## src/hw/usbh_pkg.sv

```systemverilog
/*
  Constants and types shared by the USB host sequencer and its millisecond timer.
  Assumes a 25 MHz mclk and the USB module's register port as laid out below.
*/
package usbh_pkg;
  localparam int unsigned MCLK_HZ = 25_000_000;
  localparam int unsigned FRAME_MS = 1;
  localparam int unsigned MS_CYCLES = MCLK_HZ / 1000 * FRAME_MS;
  localparam logic [3:0] SE0_IDLE_MS = 4'h2;
  localparam logic [3:0] DPULSE_MS = 4'h7;
  localparam int unsigned DPULSE_MIN_MS = 5;
  localparam int unsigned DPULSE_MAX_MS = 10;

  localparam logic [7:0] DEV_EP0 = 8'h00;
  localparam logic [7:0] DEV_ADDR = 8'h01;
  localparam logic [7:0] DEV_TOK = 8'h02;
  localparam logic [7:0] DEV_IR = 8'h03;
  localparam logic [7:0] DEV_OTGIR = 8'h04;
  localparam logic [7:0] DEV_OTGCON = 8'h05;
  localparam logic [7:0] DEV_CFG2 = 8'h06;
  localparam logic [7:0] DEV_BD_ADR = 8'h10;
  localparam logic [7:0] DEV_BD_STAT = 8'h11;

  localparam logic [15:0] EP0_CTRL_VAL = 16'h000D;
  localparam logic [15:0] EP0_BULK_VAL = 16'h001D;
  localparam int unsigned EP0_LOW_SPEED_SELECT_BIT = 7;
  localparam int unsigned EP0_NORETRY_BIT = 6;
  localparam logic [15:0] BD_SETUP = 16'h8008;
  localparam logic [15:0] BD_DATA_IN = 16'hC040;
  localparam logic [15:0] BD_STATUS = 16'h8000;
  localparam int unsigned BD_OWN_BIT = 15;
  localparam int unsigned BD_DTS_BIT = 14;
  localparam int unsigned BD_PID_LSB = 2;
  localparam logic [15:0] SETUP_LEN = 16'h0008;
  localparam logic [9:0] BULK_MAX = 10'h040;
  localparam logic [15:0] TOK_SETUP = 16'h00D0;
  localparam logic [15:0] TOK_IN = 16'h0090;
  localparam logic [15:0] TOK_OUT_EP0 = 16'h0001;
  localparam logic [3:0] PID_OUT = 4'h1;
  localparam logic [3:0] PID_NAK = 4'hA;
  localparam logic [3:0] PID_STALL = 4'hE;
  localparam logic [3:0] PID_ERR = 4'hF;
  localparam int unsigned IR_DETACH_BIT = 0;
  localparam int unsigned IR_TRN_BIT = 3;
  localparam int unsigned OTGIR_SESEND_BIT = 2;
  localparam int unsigned OTGIR_SESVD_BIT = 3;
  localparam int unsigned OTGCON_VBUS_DISCHARGE_ENABLE_BIT = 0;
  localparam int unsigned OTGCON_DPPU_BIT = 7;
  localparam int unsigned CFG2_VBUS_PULSE_ENABLE_BIT = 4;

  localparam logic [7:0] REG_CMD = 8'h00;
  localparam logic [7:0] REG_TARGET = 8'h01;
  localparam logic [7:0] REG_CFG = 8'h02;
  localparam logic [7:0] REG_BUF = 8'h03;
  localparam logic [7:0] REG_LEN = 8'h04;
  localparam logic [7:0] REG_EP = 8'h05;
  localparam logic [7:0] REG_STATUS = 8'h06;
  localparam logic [7:0] REG_COUNT = 8'h07;
  localparam logic [1:0] CMD_CTRL_IN = 2'h1;
  localparam logic [1:0] CMD_BULK_OUT = 2'h2;
  localparam logic [1:0] CMD_SRP = 2'h3;

  typedef enum logic [2:0] {
    K_WR = 3'b000,
    K_POLL = 3'b001,
    K_RD = 3'b010,
    K_WAITF = 3'b011,
    K_WAITSE0 = 3'b100,
    K_WAITMS = 3'b101,
    K_DONE = 3'b110
  } usbh_kind_e;

  typedef struct packed {
    usbh_kind_e kind;
    logic [7:0] addr;
    logic [15:0] data;
    logic [3:0] ms;
  } usbh_step_s;

  typedef enum logic [2:0] {
    S_IDLE = 3'b000,
    S_EXEC = 3'b001,
    S_RDS = 3'b010,
    S_RDD = 3'b011,
    S_TMR = 3'b100
  } usbh_state_e;
endpackage

```

## src/hw/usbh_tmr_if.sv

```systemverilog
/*
  Start and done handshake between the sequencer and its millisecond timer.
  Assumes both ends run on mclk.
*/
`timescale 1ns/1ps
interface usbh_tmr_if;
  logic start;
  logic [3:0] ms;
  logic done;
  modport ctl (output start, output ms, input done);
  modport tmr (input start, input ms, output done);
endinterface
```

## src/hw/usbh_ctl.sv

```systemverilog
/*
  Host sequencer that drives a dual-role USB module through its register port: control
  read transfers, bulk OUT packets and the B-device session request.
  Assumes the module answers a read one cycle after the read strobe and never stalls.
*/
`timescale 1ns/1ps
module usbh_ctl #(
  parameter int unsigned MS_CYCLES = usbh_pkg::MS_CYCLES
) (
  input wire logic mclk,
  input wire logic reset_n,
  input wire logic [7:0] sw_addr,
  input wire logic [15:0] sw_wdata,
  input wire logic sw_wr,
  input wire logic sw_rd,
  output logic [15:0] sw_rdata,
  output logic [7:0] dev_addr,
  output logic [15:0] dev_wdata,
  output logic dev_wr,
  output logic dev_rd,
  input wire logic [15:0] dev_rdata,
  input wire logic line_se0
);
  import usbh_pkg::*;
  localparam int unsigned FW = $clog2(MS_CYCLES + 1);
  localparam logic [FW-1:0] FRAME_FULL = FW'(MS_CYCLES);
  localparam logic [15:0] TRN_MASK = 16'h0001 << IR_TRN_BIT;
  localparam logic [15:0] SESEND_MASK = 16'h0001 << OTGIR_SESEND_BIT;
  localparam logic [15:0] SESVD_MASK = 16'h0001 << OTGIR_SESVD_BIT;
  localparam logic [15:0] DPPU_VAL = 16'h0001 << OTGCON_DPPU_BIT;
  localparam logic [15:0] VBUS_DISCHARGE_ENABLE_VAL = 16'h0001 << OTGCON_VBUS_DISCHARGE_ENABLE_BIT;
  localparam logic [15:0] VBUS_PULSE_ENABLE_VAL = 16'h0001 << CFG2_VBUS_PULSE_ENABLE_BIT;

  usbh_tmr_if tif ();
  usbh_tmr #(.MS_CYCLES(MS_CYCLES)) u_tmr (.mclk(mclk), .reset_n(reset_n), .tif(tif));

  logic se0_m;
  logic se0_s;
  always_ff @(posedge mclk or negedge reset_n) begin
    if (!reset_n) begin
      se0_m <= 1'b0;
      se0_s <= 1'b0;
    end else begin
      se0_m <= line_se0;
      se0_s <= se0_m;
    end
  end

  // Software-facing configuration and command registers.
  logic [6:0] target;
  logic [6:0] next_target;
  logic cfg_ls;
  logic next_cfg_ls;
  logic cfg_noretry;
  logic next_cfg_noretry;
  logic [15:0] buf_ptr;
  logic [15:0] next_buf_ptr;
  logic [9:0] len;
  logic [9:0] next_len;
  logic [3:0] ep;
  logic [3:0] next_ep;
  logic [1:0] op;
  logic [1:0] next_op;
  logic [15:0] next_sw_rdata;
  logic cmd_go;
  logic busy;
  logic done;
  logic err;
  logic det;
  logic [3:0] pid;
  logic [9:0] count;

  always_comb begin
    next_target = target;
    next_cfg_ls = cfg_ls;
    next_cfg_noretry = cfg_noretry;
    next_buf_ptr = buf_ptr;
    next_len = len;
    next_ep = ep;
    next_op = op;
    cmd_go = 1'b0;
    if (sw_wr) begin
      case (sw_addr)
        REG_CMD: begin
          if (!busy && sw_wdata[1:0] != 2'h0) begin
            next_op = sw_wdata[1:0];
            cmd_go = 1'b1;
          end
        end
        REG_TARGET: next_target = sw_wdata[6:0];
        REG_CFG: begin
          if (!busy) begin
            next_cfg_ls = sw_wdata[0];
            next_cfg_noretry = sw_wdata[1];
          end
        end
        REG_BUF: next_buf_ptr = sw_wdata;
        REG_LEN: next_len = sw_wdata[9:0];
        REG_EP: next_ep = sw_wdata[3:0];
        default: ;
      endcase
    end
    case (sw_addr)
      REG_CMD: next_sw_rdata = {14'h0000, op};
      REG_TARGET: next_sw_rdata = {9'h000, target};
      REG_CFG: next_sw_rdata = {14'h0000, cfg_noretry, cfg_ls};
      REG_BUF: next_sw_rdata = buf_ptr;
      REG_LEN: next_sw_rdata = {6'h00, len};
      REG_EP: next_sw_rdata = {12'h000, ep};
      REG_STATUS: next_sw_rdata = {8'h00, pid, det, err, done, busy};
      REG_COUNT: next_sw_rdata = {6'h00, count};
      default: next_sw_rdata = 16'h0000;
    endcase
    if (!sw_rd) begin
      next_sw_rdata = 16'h0000;
    end
  end

  always_ff @(posedge mclk or negedge reset_n) begin
    if (!reset_n) begin
      target <= 7'h00;
      cfg_ls <= 1'b0;
      cfg_noretry <= 1'b0;
      buf_ptr <= 16'h0000;
      len <= 10'h000;
      ep <= 4'h0;
      op <= 2'h0;
      sw_rdata <= 16'h0000;
    end else begin
      target <= next_target;
      cfg_ls <= next_cfg_ls;
      cfg_noretry <= next_cfg_noretry;
      buf_ptr <= next_buf_ptr;
      len <= next_len;
      ep <= next_ep;
      op <= next_op;
      sw_rdata <= next_sw_rdata;
    end
  end

  // Step table: each command is a fixed list of register accesses and waits.
  usbh_state_e state;
  usbh_state_e next_state;
  logic [4:0] idx;
  logic [4:0] next_idx;
  usbh_step_s step;
  logic [15:0] ep0_val;
  logic [9:0] bulk_cnt;

  assign ep0_val = {8'h00, cfg_ls, cfg_noretry, 6'h00};
  assign bulk_cnt = (len > BULK_MAX) ? BULK_MAX : len;
  assign busy = (state != S_IDLE);

  function automatic usbh_step_s mk(usbh_kind_e k, logic [7:0] a, logic [15:0] d);
    mk = '{kind: k, addr: a, data: d, ms: 4'h0};
  endfunction

  always_comb begin
    step = mk(K_DONE, 8'h00, 16'h0000);
    case (op)
      CMD_CTRL_IN: begin
        case (idx)
          5'd0: step = mk(K_WAITF, 8'h00, 16'h0000);
          5'd1: step = mk(K_WR, DEV_EP0, EP0_CTRL_VAL | ep0_val);
          5'd2: step = mk(K_WR, DEV_ADDR, {9'h000, target});
          5'd3: step = mk(K_WR, DEV_BD_ADR, buf_ptr);
          5'd4: step = mk(K_WR, DEV_BD_STAT, BD_SETUP);
          5'd5: step = mk(K_WR, DEV_TOK, TOK_SETUP);
          5'd6: step = mk(K_POLL, DEV_IR, TRN_MASK);
          5'd7: step = mk(K_RD, DEV_BD_STAT, 16'h0000);
          5'd8: step = mk(K_WR, DEV_IR, TRN_MASK);
          5'd9: step = mk(K_WR, DEV_BD_ADR, 16'(buf_ptr + SETUP_LEN));
          5'd10: step = mk(K_WR, DEV_BD_STAT, BD_DATA_IN);
          5'd11: step = mk(K_WR, DEV_TOK, TOK_IN);
          5'd12: step = mk(K_POLL, DEV_IR, TRN_MASK);
          5'd13: step = mk(K_RD, DEV_BD_STAT, 16'h0001);
          5'd14: step = mk(K_WR, DEV_IR, TRN_MASK);
          5'd15: step = mk(K_WR, DEV_BD_STAT, BD_STATUS);
          5'd16: step = mk(K_WR, DEV_TOK, TOK_OUT_EP0);
          5'd17: step = mk(K_POLL, DEV_IR, TRN_MASK);
          5'd18: step = mk(K_RD, DEV_BD_STAT, 16'h0000);
          5'd19: step = mk(K_WR, DEV_IR, TRN_MASK);
          default: step = mk(K_DONE, 8'h00, 16'h0000);
        endcase
      end
      CMD_BULK_OUT: begin
        case (idx)
          5'd0: step = mk(K_WR, DEV_EP0, EP0_BULK_VAL | ep0_val);
          5'd1: step = mk(K_WR, DEV_ADDR, {9'h000, target});
          5'd2: step = mk(K_WR, DEV_BD_ADR, buf_ptr);
          5'd3: step = mk(K_WR, DEV_BD_STAT, BD_STATUS | {6'h00, bulk_cnt});
          5'd4: step = mk(K_WR, DEV_TOK, {8'h00, PID_OUT, ep});
          5'd5: step = mk(K_POLL, DEV_IR, TRN_MASK);
          5'd6: step = mk(K_RD, DEV_BD_STAT, 16'h0001);
          5'd7: step = mk(K_WR, DEV_IR, TRN_MASK);
          default: step = mk(K_DONE, 8'h00, 16'h0000);
        endcase
      end
      CMD_SRP: begin
        case (idx)
          5'd0: step = mk(K_POLL, DEV_OTGIR, SESEND_MASK);
          5'd1: step = mk(K_WR, DEV_OTGIR, SESEND_MASK);
          5'd2: step = mk(K_WR, DEV_OTGCON, VBUS_DISCHARGE_ENABLE_VAL);
          5'd3: step = '{kind: K_WAITSE0, addr: 8'h00, data: 16'h0000, ms: SE0_IDLE_MS};
          5'd4: step = mk(K_WR, DEV_OTGCON, DPPU_VAL);
          5'd5: step = '{kind: K_WAITMS, addr: 8'h00, data: 16'h0000, ms: DPULSE_MS};
          5'd6: step = mk(K_WR, DEV_OTGCON, 16'h0000);
          5'd7: step = mk(K_WR, DEV_CFG2, VBUS_PULSE_ENABLE_VAL);
          5'd8: step = mk(K_POLL, DEV_OTGIR, SESVD_MASK);
          5'd9: step = mk(K_WR, DEV_CFG2, 16'h0000);
          5'd10: step = mk(K_WR, DEV_OTGIR, SESVD_MASK);
          5'd11: step = mk(K_WR, DEV_OTGCON, DPPU_VAL);
          default: step = mk(K_DONE, 8'h00, 16'h0000);
        endcase
      end
      default: step = mk(K_DONE, 8'h00, 16'h0000);
    endcase
  end

  // Engine: walks the step table and drives the module's register port.
  logic [FW-1:0] frame_cnt;
  logic [FW-1:0] next_frame_cnt;
  logic next_dev_wr;
  logic next_dev_rd;
  logic [7:0] next_dev_addr;
  logic [15:0] next_dev_wdata;
  logic next_done;
  logic next_err;
  logic next_det;
  logic [3:0] next_pid;
  logic [9:0] next_count;
  logic [3:0] rd_pid;

  assign rd_pid = dev_rdata[BD_PID_LSB +: 4];
  assign tif.ms = step.ms;

  always_comb begin
    next_state = state;
    next_idx = idx;
    next_dev_wr = 1'b0;
    next_dev_rd = 1'b0;
    next_dev_addr = dev_addr;
    next_dev_wdata = dev_wdata;
    next_done = done;
    next_err = err;
    next_det = det;
    next_pid = pid;
    next_count = count;
    next_frame_cnt = (frame_cnt == FRAME_FULL) ? frame_cnt : FW'(frame_cnt + 1'b1);
    tif.start = 1'b0;
    case (state)
      S_IDLE: begin
        if (cmd_go) begin
          next_state = S_EXEC;
          next_idx = 5'd0;
          next_done = 1'b0;
          next_err = 1'b0;
          next_det = 1'b0;
        end
      end
      S_EXEC: begin
        case (step.kind)
          K_WR: begin
            next_dev_wr = 1'b1;
            next_dev_addr = step.addr;
            next_dev_wdata = step.data;
            next_idx = 5'(idx + 1'b1);
            if (err && step.addr == DEV_IR) begin
              next_state = S_IDLE;
              next_done = 1'b1;
            end
          end
          K_POLL, K_RD: begin
            next_dev_rd = 1'b1;
            next_dev_addr = step.addr;
            next_state = S_RDS;
          end
          K_WAITF: begin
            if (frame_cnt == FRAME_FULL) begin
              next_frame_cnt = '0;
              next_idx = 5'(idx + 1'b1);
            end
          end
          K_WAITSE0, K_WAITMS: begin
            tif.start = 1'b1;
            next_state = S_TMR;
          end
          default: begin
            next_state = S_IDLE;
            next_done = 1'b1;
          end
        endcase
      end
      S_RDS: next_state = S_RDD;
      S_RDD: begin
        next_state = S_EXEC;
        if (step.kind == K_POLL) begin
          if (step.addr == DEV_IR && dev_rdata[IR_DETACH_BIT]) begin
            next_det = 1'b1;
            next_err = 1'b1;
            next_done = 1'b1;
            next_state = S_IDLE;
          end else if ((dev_rdata & step.data) != 16'h0000) begin
            next_idx = 5'(idx + 1'b1);
          end
        end else begin
          next_pid = rd_pid;
          if (step.data[0]) begin
            next_count = dev_rdata[9:0];
          end
          if (rd_pid == PID_STALL || rd_pid == PID_ERR || rd_pid == PID_NAK) begin
            next_err = 1'b1;
          end
          next_idx = 5'(idx + 1'b1);
        end
      end
      S_TMR: begin
        if (step.kind == K_WAITSE0 && !se0_s) begin
          tif.start = 1'b1;
        end else if (tif.done) begin
          next_idx = 5'(idx + 1'b1);
          next_state = S_EXEC;
        end
      end
      default: next_state = S_IDLE;
    endcase
  end

  always_ff @(posedge mclk or negedge reset_n) begin
    if (!reset_n) begin
      state <= S_IDLE;
      idx <= 5'd0;
      dev_wr <= 1'b0;
      dev_rd <= 1'b0;
      dev_addr <= 8'h00;
      dev_wdata <= 16'h0000;
      done <= 1'b0;
      err <= 1'b0;
      det <= 1'b0;
      pid <= 4'h0;
      count <= 10'h000;
      frame_cnt <= FRAME_FULL;
    end else begin
      state <= next_state;
      idx <= next_idx;
      dev_wr <= next_dev_wr;
      dev_rd <= next_dev_rd;
      dev_addr <= next_dev_addr;
      dev_wdata <= next_dev_wdata;
      done <= next_done;
      err <= next_err;
      det <= next_det;
      pid <= next_pid;
      count <= next_count;
      frame_cnt <= next_frame_cnt;
    end
  end

  // Helper counters read only by the checks below.
  logic [31:0] tok_gap;
  logic [31:0] pu_hold;
  always_ff @(posedge mclk or negedge reset_n) begin
    if (!reset_n) begin
      tok_gap <= 32'hFFFFFFFF;
      pu_hold <= 32'h00000000;
    end else begin
      if (dev_wr && dev_addr == DEV_TOK && dev_wdata == TOK_SETUP) begin
        tok_gap <= 32'h00000001;
      end else if (tok_gap != 32'hFFFFFFFF) begin
        tok_gap <= tok_gap + 32'h00000001;
      end
      pu_hold <= (dev_wr && dev_addr == DEV_OTGCON) ? 32'h00000001 : pu_hold + 32'h00000001;
    end
  end
endmodule // usbh_ctl

```

## src/hw/usbh_tmr.sv

```systemverilog
/*
  Millisecond timer: a start pulse loads a count of milliseconds, done is high when idle.
  Assumes mclk runs at the rate that MS_CYCLES was derived from.
*/
`timescale 1ns/1ps
module usbh_tmr #(
  parameter int unsigned MS_CYCLES = usbh_pkg::MS_CYCLES
) (
  input wire logic mclk,
  input wire logic reset_n,
  usbh_tmr_if.tmr tif
);
  import usbh_pkg::*;
  localparam int unsigned PW = $clog2(MS_CYCLES + 1);
  localparam logic [PW-1:0] PRE_LAST = PW'(MS_CYCLES - 1);

  if (MS_CYCLES < 2) begin : g_bad_ms
    $error("MS_CYCLES must be at least 2.");
  end

  logic [PW-1:0] pre;
  logic [PW-1:0] next_pre;
  logic [3:0] cnt;
  logic [3:0] next_cnt;
  logic running;
  logic next_running;
  logic tick;

  assign tick = running && (pre == PRE_LAST);
  assign tif.done = !running;

  always_comb begin
    next_pre = running ? (tick ? '0 : PW'(pre + 1'b1)) : '0;
    next_cnt = cnt;
    next_running = running;
    if (tif.start) begin
      next_pre = '0;
      next_cnt = tif.ms;
      next_running = 1'b1;
    end else if (tick) begin
      next_cnt = 4'(cnt - 1'b1);
      next_running = (cnt != 4'h1);
    end
  end

  always_ff @(posedge mclk or negedge reset_n) begin
    if (!reset_n) begin
      pre <= '0;
      cnt <= 4'h0;
      running <= 1'b0;
    end else begin
      pre <= next_pre;
      cnt <= next_cnt;
      running <= next_running;
    end
  end
endmodule // usbh_tmr

```

## config.mk

```make
export PLATFORM = sky130hd
export DESIGN_NAME = usbh_ctl
export DESIGN_NICKNAME = d
export VERILOG_FILES = /design/src/hw/usbh_pkg.sv /design/src/hw/usbh_tmr_if.sv /design/src/hw/usbh_ctl.sv /design/src/hw/usbh_tmr.sv
export SDC_FILE = /design/constraint.sdc
export NUM_CORES = 1
export LEC_CHECK = 0
export CAP_MARGIN = 5
export CORE_MARGIN = 1.5
export CORE_UTILIZATION = 62
export CTS_CLUSTER_DIAMETER = 120
export DETAILED_ROUTE_END_ITERATION = 10
export DONT_BUFFER_PORTS = 1
export PLACE_DENSITY = 0.78
export SLEW_MARGIN = 0
export SYNTH_ARGS = -nofsm -noshare
export SYNTH_HDL_FRONTEND = slang
export SYNTH_HIERARCHICAL = 1
export SYNTH_SLANG_ARGS = --single-unit
```

## constraint.sdc

```tcl
create_clock -name mclk -period 4.4 [get_ports mclk]
set_clock_uncertainty 0.05 [all_clocks]
set_input_delay 1.32 -clock mclk [delete_from_list [all_inputs] [get_ports mclk]]
set_output_delay 1.32 -clock mclk [all_outputs]
set_load 0.02 [all_outputs]
```

==> results.py, run 1 <==
metrics = {
    "worst_hold_path": {
        "min_from": "se0_m",
        "hp-class": "flip-flop to flip-flop",
    },
    "die": {
        "coreArea_mm2": 0.0133,
        "fp.dieW_um": 120,
        "initial_core_util_pct": 63.6,
        "rows": 42,
        "design.die.area_mm2": 0.0144,
        "io_pins": 87,
        "die_h_um": 120,
    },
    "placed_design": {
        "dp_hpwl_mm": 18.1,
        "place.gp.congestion": 1.07,
        "port_buffers": 0,
        "place_area_mm2": 0.00871,
        "place_inst": 1030,
    },
    "cts": {
        "cts_max_path_buffers": 2,
        "clk_latency_ns": 0.44,
        "cts-buffers-inserted": 17,
        "cts.clk_slew.worst_paths_ns": 0.06,
        "cts_setup_buffers": 0,
        "cts-resized-gates": 0,
        "cts_root_buf": "clkbuf_16",
        "cts_hold_buf": 0,
        "cts_tree": "built",
        "cts_max_level": 4,
        "cts.sinks": 141,
    },
    "global_routing": {
        "overflow": 0,
        "grtUsageTotal_pct": 36.4,
        "antenna_found_initial": 0,
        "grt_max_degree": 142,
        "first_global_vias": 7328,
        "grt_pass1_wl_mm": 40.4,
    },
    "synth": {
        "synth_ff_type": "dfrtp_1",
        "synth_top_area_share_pct": 39.9,
        "synth-edff-count": 0,
        "syn_area_mm2": 0.00846,
        "ys_warn_count": 6,
        "yosysSeqAreaShare_pct": 41.8,
        "yosys.area.top_type": "dfrtp_1",
        "synth_cells": 869,
        "post_synth.cell_area_avg_um2": 9.73,
        "ys_seq_elements": 141,
        "synth.distinct_cells": 92,
        "async_flop_share_pct": 100,
        "synthTopCellsByArea": "dfrtp_1 (40%), mux2_2 (8.5%), nor2_1 (3.2%)",
    },
    "power": {
        "power.switching_mw": 1.28,
        "seq_power_share_pct": 39.3,
        "power.leakage_nw": 4.04,
        "power.share.clock_pct": 38.0,
        "swShare_pct": 33.8,
        "fin_total_pwr_mw": 3.77,
        "p_int_mw": 2.49,
        "power_density_mw_per_mm2": 406,
        "p_comb_share_pct": 22.7,
        "ir_worst_vdd_mv": 0.330,
    },
    "layout": {
        "most-common-layout-cells": "dfrtp_1 (135), nor2_1 (71), mux2_2 (64)",
        "final_common_cell": "dfrtp_1",
        "fin_cells": 1062,
        "drive_above_1_share_pct": 18.5,
        "nets": 934,
        "diodes": 0,
        "synthToLayoutAreaGrowth_pct": 9.79,
        "design_area_mm2": 0.00929,
        "final_core_util_pct": 69.8,
    },
    "sta": {
        "report.final.slew_viol_count": 0,
        "fin_tns_setup_ns": 0,
        "min_period_ns": 4.10,
        "rsz0062_at_grt": "false",
        "finalCritPeriodShare_pct": 93.2,
        "hold_viol_final": 0,
        "finalSetupViolCount": 0,
        "relSlewSlack_pct": 26.0,
        "max_freq_ghz": 0.244,
        "worst_slew_pin_slew_ns": 1.10,
    },
    "setup_path": {
        "worstPathArrival_ns": 4.37,
        "worst-setup-path-type": "flip-flop to flip-flop",
        "cpMaxStageDelayCell": "nor4bb_1",
        "cp-startpoint": "idx[0]",
        "end_kind": "flip-flop",
        "path_max_fanout": 7,
        "ff2ff_setup_slack_ns": 0.30,
        "startpoint_type": "flip-flop",
        "worstPathCellList": "inv_1 -> ha_1 -> nor4bb_1 -> a211oi_1 -> nand3_2 -> o21ai_1 -> buf_4 -> o22a_1 -> nor4_1 -> a21oi_1 -> o21ai_4 -> mux2_4",
        "cp_slowest_stage_delay_ns": 0.60,
        "required_ns": 4.67,
        "rr_startpoint": "idx[0]",
    },
    "drt": {
        "routed-wl-met2_mm": 11.6,
        "wl_mm": 25.3,
        "drc": 0,
        "highest_layer": "met4",
        "m1WireLength_mm": 10.1,
        "vias_per_cell": 7.05,
        "drt-initial-drc-count": 1003,
        "avgRoutedWirePerCell_um": 23.8,
        "routed-wl-met3_mm": 2.43,
        "antenna_left": 0,
        "vias": 7491,
        "first_pass_iters": 9,
    },
    "run_status": {
        "outcome": "finished, final reports clean",
    },
    "run": {
        "cap_violations": 0,
    },
}
-- final timing paths --
check	endpoint	depth (start not counted)
max	idx[2]	12
min in group asynchronous	dev_wdata[7]	0
max reg2reg	idx[2]	12
min	se0_s	0
max in group asynchronous	frame_cnt[14]	0
min reg2reg	se0_s	0
-- state kept, by name (all words and copies together), names as in the netlist, 2 cells and up --
signal     cells
buf_ptr       16
count         10
dev_addr       4
dev_wdata     16
ep             4
frame_cnt     15
idx            5
len           10
op             2
pid            4
state          3
sw_rdata      16
target         7
u_tmr/cnt      4
u_tmr/pre     15
-- metal layers --
metal  vias to the layer above  global-route usage (%)
li1                       3268                       -
met1                      3618                    48.4
met2                       496                    56.2
met3                       109                    9.41
met4                         0                    16.7
met5                         -                       0
-- layout make-up --
type / count / area [µm²]
Multi-Input combinational cell: 649 / 4570
Fill cell: 1008 / 4010
Sequential cell: 141 / 3540
Clock buffer: 17 / 425
Timing Repair Buffer: 34 / 268
Tap cell: 176 / 220
Clock inverter: 15 / 153
Inverter: 30 / 113
-- synthesized netlist by cell type, drive strengths merged, types with 6 or more instances --
cell type  number
mux2           66
o21ai          38
nor4b           7
inv            29
nor2           72
nand2          55
mux2i          12
nand2b          8
dfstp           6
a221oi          8
dfrtp         135
buf            25
and2            8
ha             16
clkbuf         28
o31ai           7
a21oi          48
nand3          39
xnor2          16
a22o            8
nor3           19
nor2b          12
a211o           6
or3             7
nand4          18
a22oi          13
xor2           12
and3           17
a31oi          14
or4             7
nor4           15
nor4bb          6
a211oi          7
-- power by group through the flow --
stage	logic [mW]	clock network [mW]	registers (mW)
6_report	0.856	1.43	1.48
5_1_grt	0.913	1.50	1.49
4_1_cts	0.824	1.44	1.48
3_5_place_dp	0.814	0	1.50
3_3_place_gp	0.803	0	1.49
2_1_floorplan	0.623	0	1.45
-- metrics by stage --
step                      hold WS (ns)  worst slack [ns]
after global routing             0.319             0.128
after floorplan                  0.281             0.795
final                            0.302             0.300
after detailed placement         0.293             0.425
after CTS                        0.303             0.391
after global placement           0.298             0.489
-- critical path, delay by kind of cell, from the launching register on --
family	cells	cell delay (ns)
mux	1	0.32
simple gates	3	1.39
buf+inv	2	0.41
fa+ha+maj	1	0.37
flops	1	0.45
compound gates	5	1.00
-- cells by family (layout without fill, tap and decap cells) --
family,Yosys count,after routing,synth area share (%)
DFF,141,141,41.8
AOI/OAI and AO/OA,205,205,17.0
buffers and inverters,83,96,4.42
xor gates and xnor gates,28,28,2.90
and+or+nand+nor,317,317,21.2
muxes,78,78,10.3
other,1,5,0.0443
adders and majority gates,16,16,2.37
Note: power is estimated with default switching activity, not from simulation.
==> inputs of run 2 (changes only) <==
CELL_PAD_IN_SITES_DETAIL_PLACEMENT = 1   (was unset)
CELL_PAD_IN_SITES_GLOBAL_PLACEMENT = 1   (was unset)
CORE_MARGIN = unset   (was 1.5)
CORE_UTILIZATION = 50   (was 62)
PLACE_DENSITY = unset   (was 0.78)
PLACE_DENSITY_LB_ADDON = 0.1   (was unset)
==> run 2 against run 1 <==
  * Cell count rose by 4.0%
  * Global-route usage fell by 2.1 points
  * Non-clock buffer count is 1 lower
  * Wire length up 14%
==> results.py, run 2 (synthesized netlist as in run 1, its figures left out) <==
metrics = {
    "run_status": {
        "outcome": "finished, final reports clean",
    },
    "sta": {
        "hold_viol_final": 0,
        "report.final.slew_viol_count": 0,
        "worst_slew_pin_slew_ns": 0.799,
        "finalCritPeriodShare_pct": 95.7,
        "max_freq_ghz": 0.238,
        "finalSetupViolCount": 0,
        "min_period_ns": 4.21,
        "rsz0062_at_grt": "false",
        "relSlewSlack_pct": 46.7,
        "holdWs_ns": 0.315,
        "fin_ws_ns": 0.191,
        "fin_tns_setup_ns": 0,
    },
    "cts": {
        "cts_hold_buf": 0,
        "cts.sinks": 141,
        "cts_max_level": 4,
        "cts.clk_slew.worst_paths_ns": 0.06,
        "cts_max_path_buffers": 2,
        "cts-buffers-inserted": 17,
        "clk_latency_ns": 0.44,
        "cts_root_buf": "clkbuf_16",
        "cts_tree": "built",
    },
    "layout": {
        "top_regs": "buf_ptr x16, dev_wdata x16, sw_rdata x16",
        "most-common-layout-cells": "dfrtp_1 (135), nor2_1 (71), mux2_2 (64)",
        "nets": 933,
        "drive_above_1_share_pct": 18.6,
        "synthToLayoutAreaGrowth_pct": 10.4,
        "diodes": 0,
        "fin_cells": 1105,
        "final_common_cell": "dfrtp_1",
    },
    "drt": {
        "drt-initial-drc-count": 635,
        "wl_mm": 28.8,
        "drc": 0,
        "antenna_left": 0,
        "first_pass_iters": 5,
        "vias": 7514,
        "avgRoutedWirePerCell_um": 26.1,
        "vias_per_cell": 6.80,
    },
    "power": {
        "swShare_pct": 35.3,
        "power.leakage_nw": 4.04,
        "power.share.clock_pct": 37.4,
        "p_int_mw": 2.45,
        "seq_power_share_pct": 39.3,
        "power.switching_mw": 1.33,
        "fin_total_pwr_mw": 3.78,
        "power_density_mw_per_mm2": 405,
        "ir_worst_vdd_mv": 0.314,
        "p_comb_share_pct": 23.3,
    },
    "die": {
        "coreArea_mm2": 0.0165,
        "design.die.area_mm2": 0.0174,
        "fp.dieW_um": 132,
        "initial_core_util_pct": 51.2,
        "io_pins": 87,
        "rows": 47,
        "die_h_um": 132,
    },
    "worst_hold_path": {
        "min_from": "se0_m",
        "hp-class": "flip-flop to flip-flop",
    },
    "setup_path": {
        "worstPathCellList": "ha_1 -> and3_1 -> ha_1 -> a211oi_1 -> and3_1 -> o21ai_0 -> nor4_1 -> a21oi_1 -> o21ai_4 -> mux2_4",
        "worstPathArrival_ns": 4.47,
        "cp_slowest_stage_delay_ns": 0.66,
        "cp-startpoint": "idx[0]",
        "startpoint_type": "flip-flop",
        "cpMaxStageDelayCell": "nor4_1",
        "rr_startpoint": "idx[0]",
        "end_kind": "flip-flop",
        "path_max_fanout": 18,
        "worst-setup-path-type": "flip-flop to flip-flop",
        "required_ns": 4.66,
    },
    "run": {
        "cap_violations": 0,
    },
    "global_routing": {
        "first_global_vias": 7999,
        "overflow": 0,
        "antenna_found_initial": 0,
        "grt_max_degree": 142,
        "grt_pass1_wl_mm": 46.1,
        "grtUsageTotal_pct": 34.3,
    },
    "placed_design": {
        "place_inst": 1073,
        "place.gp.congestion": 0.969,
        "dp_hpwl_mm": 20.8,
        "port_buffers": 0,
        "place_ws_ns": 0.229,
    },
}
==> run 2: stage by stage <==
stage | cell area, µm² | util, %
2_1_floorplan | 8470 | -
3_3_place_gp | 8760 | 53.0
3_5_place_dp | 8760 | 53.0
4_1_cts | 9330 | 56.5
5_1_grt | 9340 | 56.5
6_report | 9340 | 56.5
==> run 2: worst max-delay path, delay by kind of cell (launching register included) <==
| family | cells | cell delay, ns |
|---|---|---|
| adders and majority gates | 2 | 0.73 |
| and+or+nand+nor | 3 | 1.30 |
| DFF | 1 | 0.46 |
| muxes | 1 | 0.32 |
| AOI/OAI and AO/OA | 4 | 1.24 |
==> run 2: power groups by stage <==
stage / Sequential, mW / Clock (mW) / Combinational, mW
after detailed placement: 1.50 / 0 / 0.844
after floorplan: 1.45 / 0 / 0.623
final: 1.48 / 1.41 / 0.881
after global routing: 1.49 / 1.48 / 0.942
after global placement: 1.50 / 0 / 0.817
after CTS: 1.48 / 1.43 / 0.858
==> run 2: per-layer routing <==
layer | GRT usage, % | part of all wire, % | vias up
met5 | 0 | 0 | -
met4 | 16.9 | 4.4 | 0
met3 | 6.88 | 6.1 | 96
met2 | 57.3 | 49 | 324
met1 | 42.4 | 40 | 3848
li1 | - | - | 3246
==> run 2: final cells by class <==
cell class / instances / area [µm²]
Inverter: 30 / 113
Sequential cell: 141 / 3540
Timing Repair Buffer: 33 / 248
Clock buffer: 17 / 425
Clock inverter: 15 / 150
Multi-Input combinational cell: 649 / 4590
Tap cell: 220 / 275
Fill cell: 1849 / 7180
==> run 2: final timing paths <==
path | cells past startpoint | slack, ns | endpoint
setup / recovery | 10 | 0.19 | idx[4]
hold / removal | 0 | 0.32 | se0_s
setup reg to reg | 10 | 0.19 | idx[4]
hold reg to reg | 0 | 0.32 | se0_s
max in group asynchronous | 0 | 3.51 | frame_cnt[13]
min in group asynchronous | 0 | 0.53 | u_tmr/pre[11]
==> run 2: repair_timing <==
action                                  in CTS  in global routing
setup buffers                                0                  0
resized for setup                            0                  1
endpoints found under the setup margin       0                  2
==> inputs of run 3 (changes only) <==
--- a/config.mk
+++ b/config.mk
@@ -7,2 +7,4 @@
 export LEC_CHECK = 0
+export ABC_AREA = 1
+export ABC_CLOCK_PERIOD_IN_PS = 4400
 export CAP_MARGIN = 5
@@ -10,3 +12,3 @@
 export CELL_PAD_IN_SITES_GLOBAL_PLACEMENT = 1
-export CORE_UTILIZATION = 50
+export CORE_UTILIZATION = 47
 export CTS_CLUSTER_DIAMETER = 120
--- a/constraint.sdc
+++ b/constraint.sdc
@@ -4,2 +4,2 @@
 set_output_delay 1.32 -clock mclk [all_outputs]
-set_load 0.02 [all_outputs]
+set_load 0.01 [all_outputs]
==> run 3 against run 2 <==
  * First-iteration DRC count grew 2.5%
  * Die area up 5.4%
  * Via count rose by 9.9%
  * Setup slack improved by 0.51 ns
==> results.py, run 3 <==
metrics = {
    "setup_path": {
        "end_kind": "flip-flop",
        "crit_end": "state[0]",
        "required_ns": 4.66,
        "rr_startpoint": "idx[0]",
        "r2r_cells": 18,
        "worst-setup-path-type": "flip-flop to flip-flop",
        "worstPathArrival_ns": 3.96,
        "cp-startpoint": "idx[0]",
        "startpoint_type": "flip-flop",
        "cp_slowest_stage_delay_ns": 0.50,
        "r2r_end": "state[0]",
        "crit_top_cell": "nand2_1",
        "path_max_fanout": 30,
        "ff2ff_setup_slack_ns": 0.70,
        "cpMaxStageDelayCell": "dfrtp_1",
        "worstPathCellList": "ha_1 -> inv_1 -> nor2_1 -> nand2_1 -> nand2_1 -> nor2_1 -> nand2_1 -> o21ai_1 -> inv_2 -> nand3_2 -> nor2_1 -> nand2_2 -> inv_2 -> o21ai_1 -> nand2_1 -> nor2_1 -> nand2_1 -> nand3_1",
    },
    "global_routing": {
        "grtUsageTotal_pct": 33.0,
        "first_global_vias": 8367,
        "overflow": 0,
        "grt_pass1_wl_mm": 46.1,
        "grt_max_degree": 142,
        "antenna_found_initial": 1,
    },
    "sta": {
        "finalSetupViolCount": 0,
        "max_freq_ghz": 0.271,
        "fin_ws_ns": 0.704,
        "rsz0062_at_grt": "false",
        "worst_slew_pin_slew_ns": 1.05,
        "report.final.slew_viol_count": 0,
        "relSlewSlack_pct": 29.8,
        "min_period_ns": 3.70,
        "fin_tns_setup_ns": 0,
        "hold_viol_final": 0,
        "finalCritPeriodShare_pct": 84.0,
    },
    "synth": {
        "async_flop_share_pct": 100,
        "synthTopCellsByArea": "dfrtp_1 (40%), nand2_1 (15%), nor2_1 (7.2%)",
        "synth.most_common_cell": "nand2_1",
        "post_synth.cell_area_avg_um2": 7.05,
        "synth_top_area_share_pct": 40.3,
        "ys_warn_count": 6,
        "synth-edff-count": 0,
        "synth_cells": 1190,
        "syn_area_mm2": 0.00839,
        "yosysSeqAreaShare_pct": 42.1,
        "synth_ff_type": "dfrtp_1",
        "synth.distinct_cells": 49,
        "yosys.area.top_type": "dfrtp_1",
        "ys_seq_elements": 141,
        "netlist_top_cells_count": "nand2_1 (346), nor2_1 (160), dfrtp_1 (135)",
    },
    "cts": {
        "cts-resized-gates": 0,
        "cts.clk_slew.worst_paths_ns": 0.07,
        "cts_hold_buf": 0,
        "cts.sinks": 141,
        "cts_max_level": 4,
        "cts_max_path_buffers": 2,
        "clk_latency_ns": 0.43,
        "cts-buffers-inserted": 17,
        "cts_setup_buffers": 0,
        "cts_tree": "built",
        "cts_root_buf": "clkbuf_16",
    },
    "power": {
        "fin_total_pwr_mw": 4.65,
        "power_density_mw_per_mm2": 506,
        "power.leakage_nw": 4.46,
        "ir_worst_vdd_mv": 0.345,
    },
    "placed_design": {
        "port_buffers": 0,
        "place_ws_ns": 0.749,
        "dp_hpwl_mm": 21.1,
        "place.gp.congestion": 0.974,
        "place_inst": 1399,
    },
    "drt": {
        "wl_mm": 28.9,
        "vias_per_cell": 5.77,
        "drc": 0,
        "antenna_left": 0,
        "avgRoutedWirePerCell_um": 20.2,
        "drt-initial-drc-count": 651,
        "vias": 8259,
        "first_pass_iters": 5,
    },
    "die": {
        "io_pins": 87,
        "design.die.area_mm2": 0.0184,
        "die_h_um": 136,
        "rows": 48,
        "coreArea_mm2": 0.0174,
        "fp.dieW_um": 136,
        "initial_core_util_pct": 48.3,
    },
    "layout": {
        "nets": 1254,
        "most-common-layout-cells": "nand2_1 (346), nor2_1 (160), dfrtp_1 (135)",
        "fin_cells": 1431,
        "multi_input_area_mm2": 0.00417,
        "drive_above_1_share_pct": 6.55,
        "final_common_cell": "nand2_1",
        "top_regs": "buf_ptr x16, dev_wdata x16, sw_rdata x16",
        "regArea_mm2": 0.00354,
        "synthToLayoutAreaGrowth_pct": 9.56,
        "fill_cells": 2261,
        "diodes": 0,
    },
    "worst_hold_path": {
        "hp-class": "flip-flop to flip-flop",
    },
    "run_status": {
        "outcome": "finished, final reports clean",
    },
    "run": {
        "cap_violations": 0,
    },
}
-- run 3: where the power goes --
group	switching [mW]	total, mW	internal [mW]
clock	0.642	1.51	0.863
sequential	0.237	1.77	1.53
combinational	0.961	1.38	0.421
total	1.84	4.65	2.81
-- run 3: routing by layer --
| layer | vias to the layer above | global-route usage [%] | part of all wire, % |
|---|---|---|---|
| met5 | - | 0 | 0 |
| met1 | 4060 | 45.5 | 45 |
| met4 | 0 | 13.2 | 2.7 |
| li1 | 3850 | - | - |
| met3 | 56 | 5.87 | 6.5 |
| met2 | 293 | 51.2 | 46 |
-- run 3: logic make-up (layout without fill, tap and decap cells) --
group                      count (synthesis)  after routing  share of synthesized area [%]
DFF                                      141            141                           42.1
adders and majority gates                 16             16                           2.39
muxes                                      1              1                          0.134
buffers and inverters                    171            183                           8.32
other                                      1              5                         0.0447
xor gates and xnor gates                  15             15                           1.57
and+or+nand+nor                          681            681                           34.4
AOI/OAI and AO/OA                        164            164                           11.0
-- run 3: area by class of cell --
cell class / count / area share [%]
tap: 225 / 3.06
multi-input combinational: 882 / 45.4
clock buffer: 19 / 4.82
timing repair buffer: 11 / 0.898
inverter: 140 / 5.72
clock inverter: 13 / 1.66
sequential: 141 / 38.5
-- run 3: how the worst min path moves through the flow --
stage	startpoint	endpoint	slack, ns	cells past startpoint
after floorplan	se0_m	se0_s	0.28	0
after global placement	se0_m	se0_s	0.31	0
after detailed placement	se0_m	se0_s	0.33	0
after CTS	se0_m	se0_s	0.34	0
after global routing	se0_m	se0_s	0.34	0
final	se0_m	se0_s	0.34	0
-- run 3: stage by stage --
stage | cell area [µm²] | utilization [%] | hold slack (ns)
2_1_floorplan | 8410 | - | 0.281
3_3_place_gp | 8600 | 49.5 | 0.308
3_5_place_dp | 8600 | 49.5 | 0.326
4_1_cts | 9190 | 53.0 | 0.345
5_1_grt | 9190 | 53.0 | 0.339
6_report | 9190 | 53.0 | 0.337
-- run 3: worst max-delay path: cells and delay by family, from the launching register on --
family	cells	cell delay, ns
flops	1	0.50
compound gates	2	0.27
buf+inv	3	0.64
simple gates	12	1.82
fa+ha+maj	1	0.30
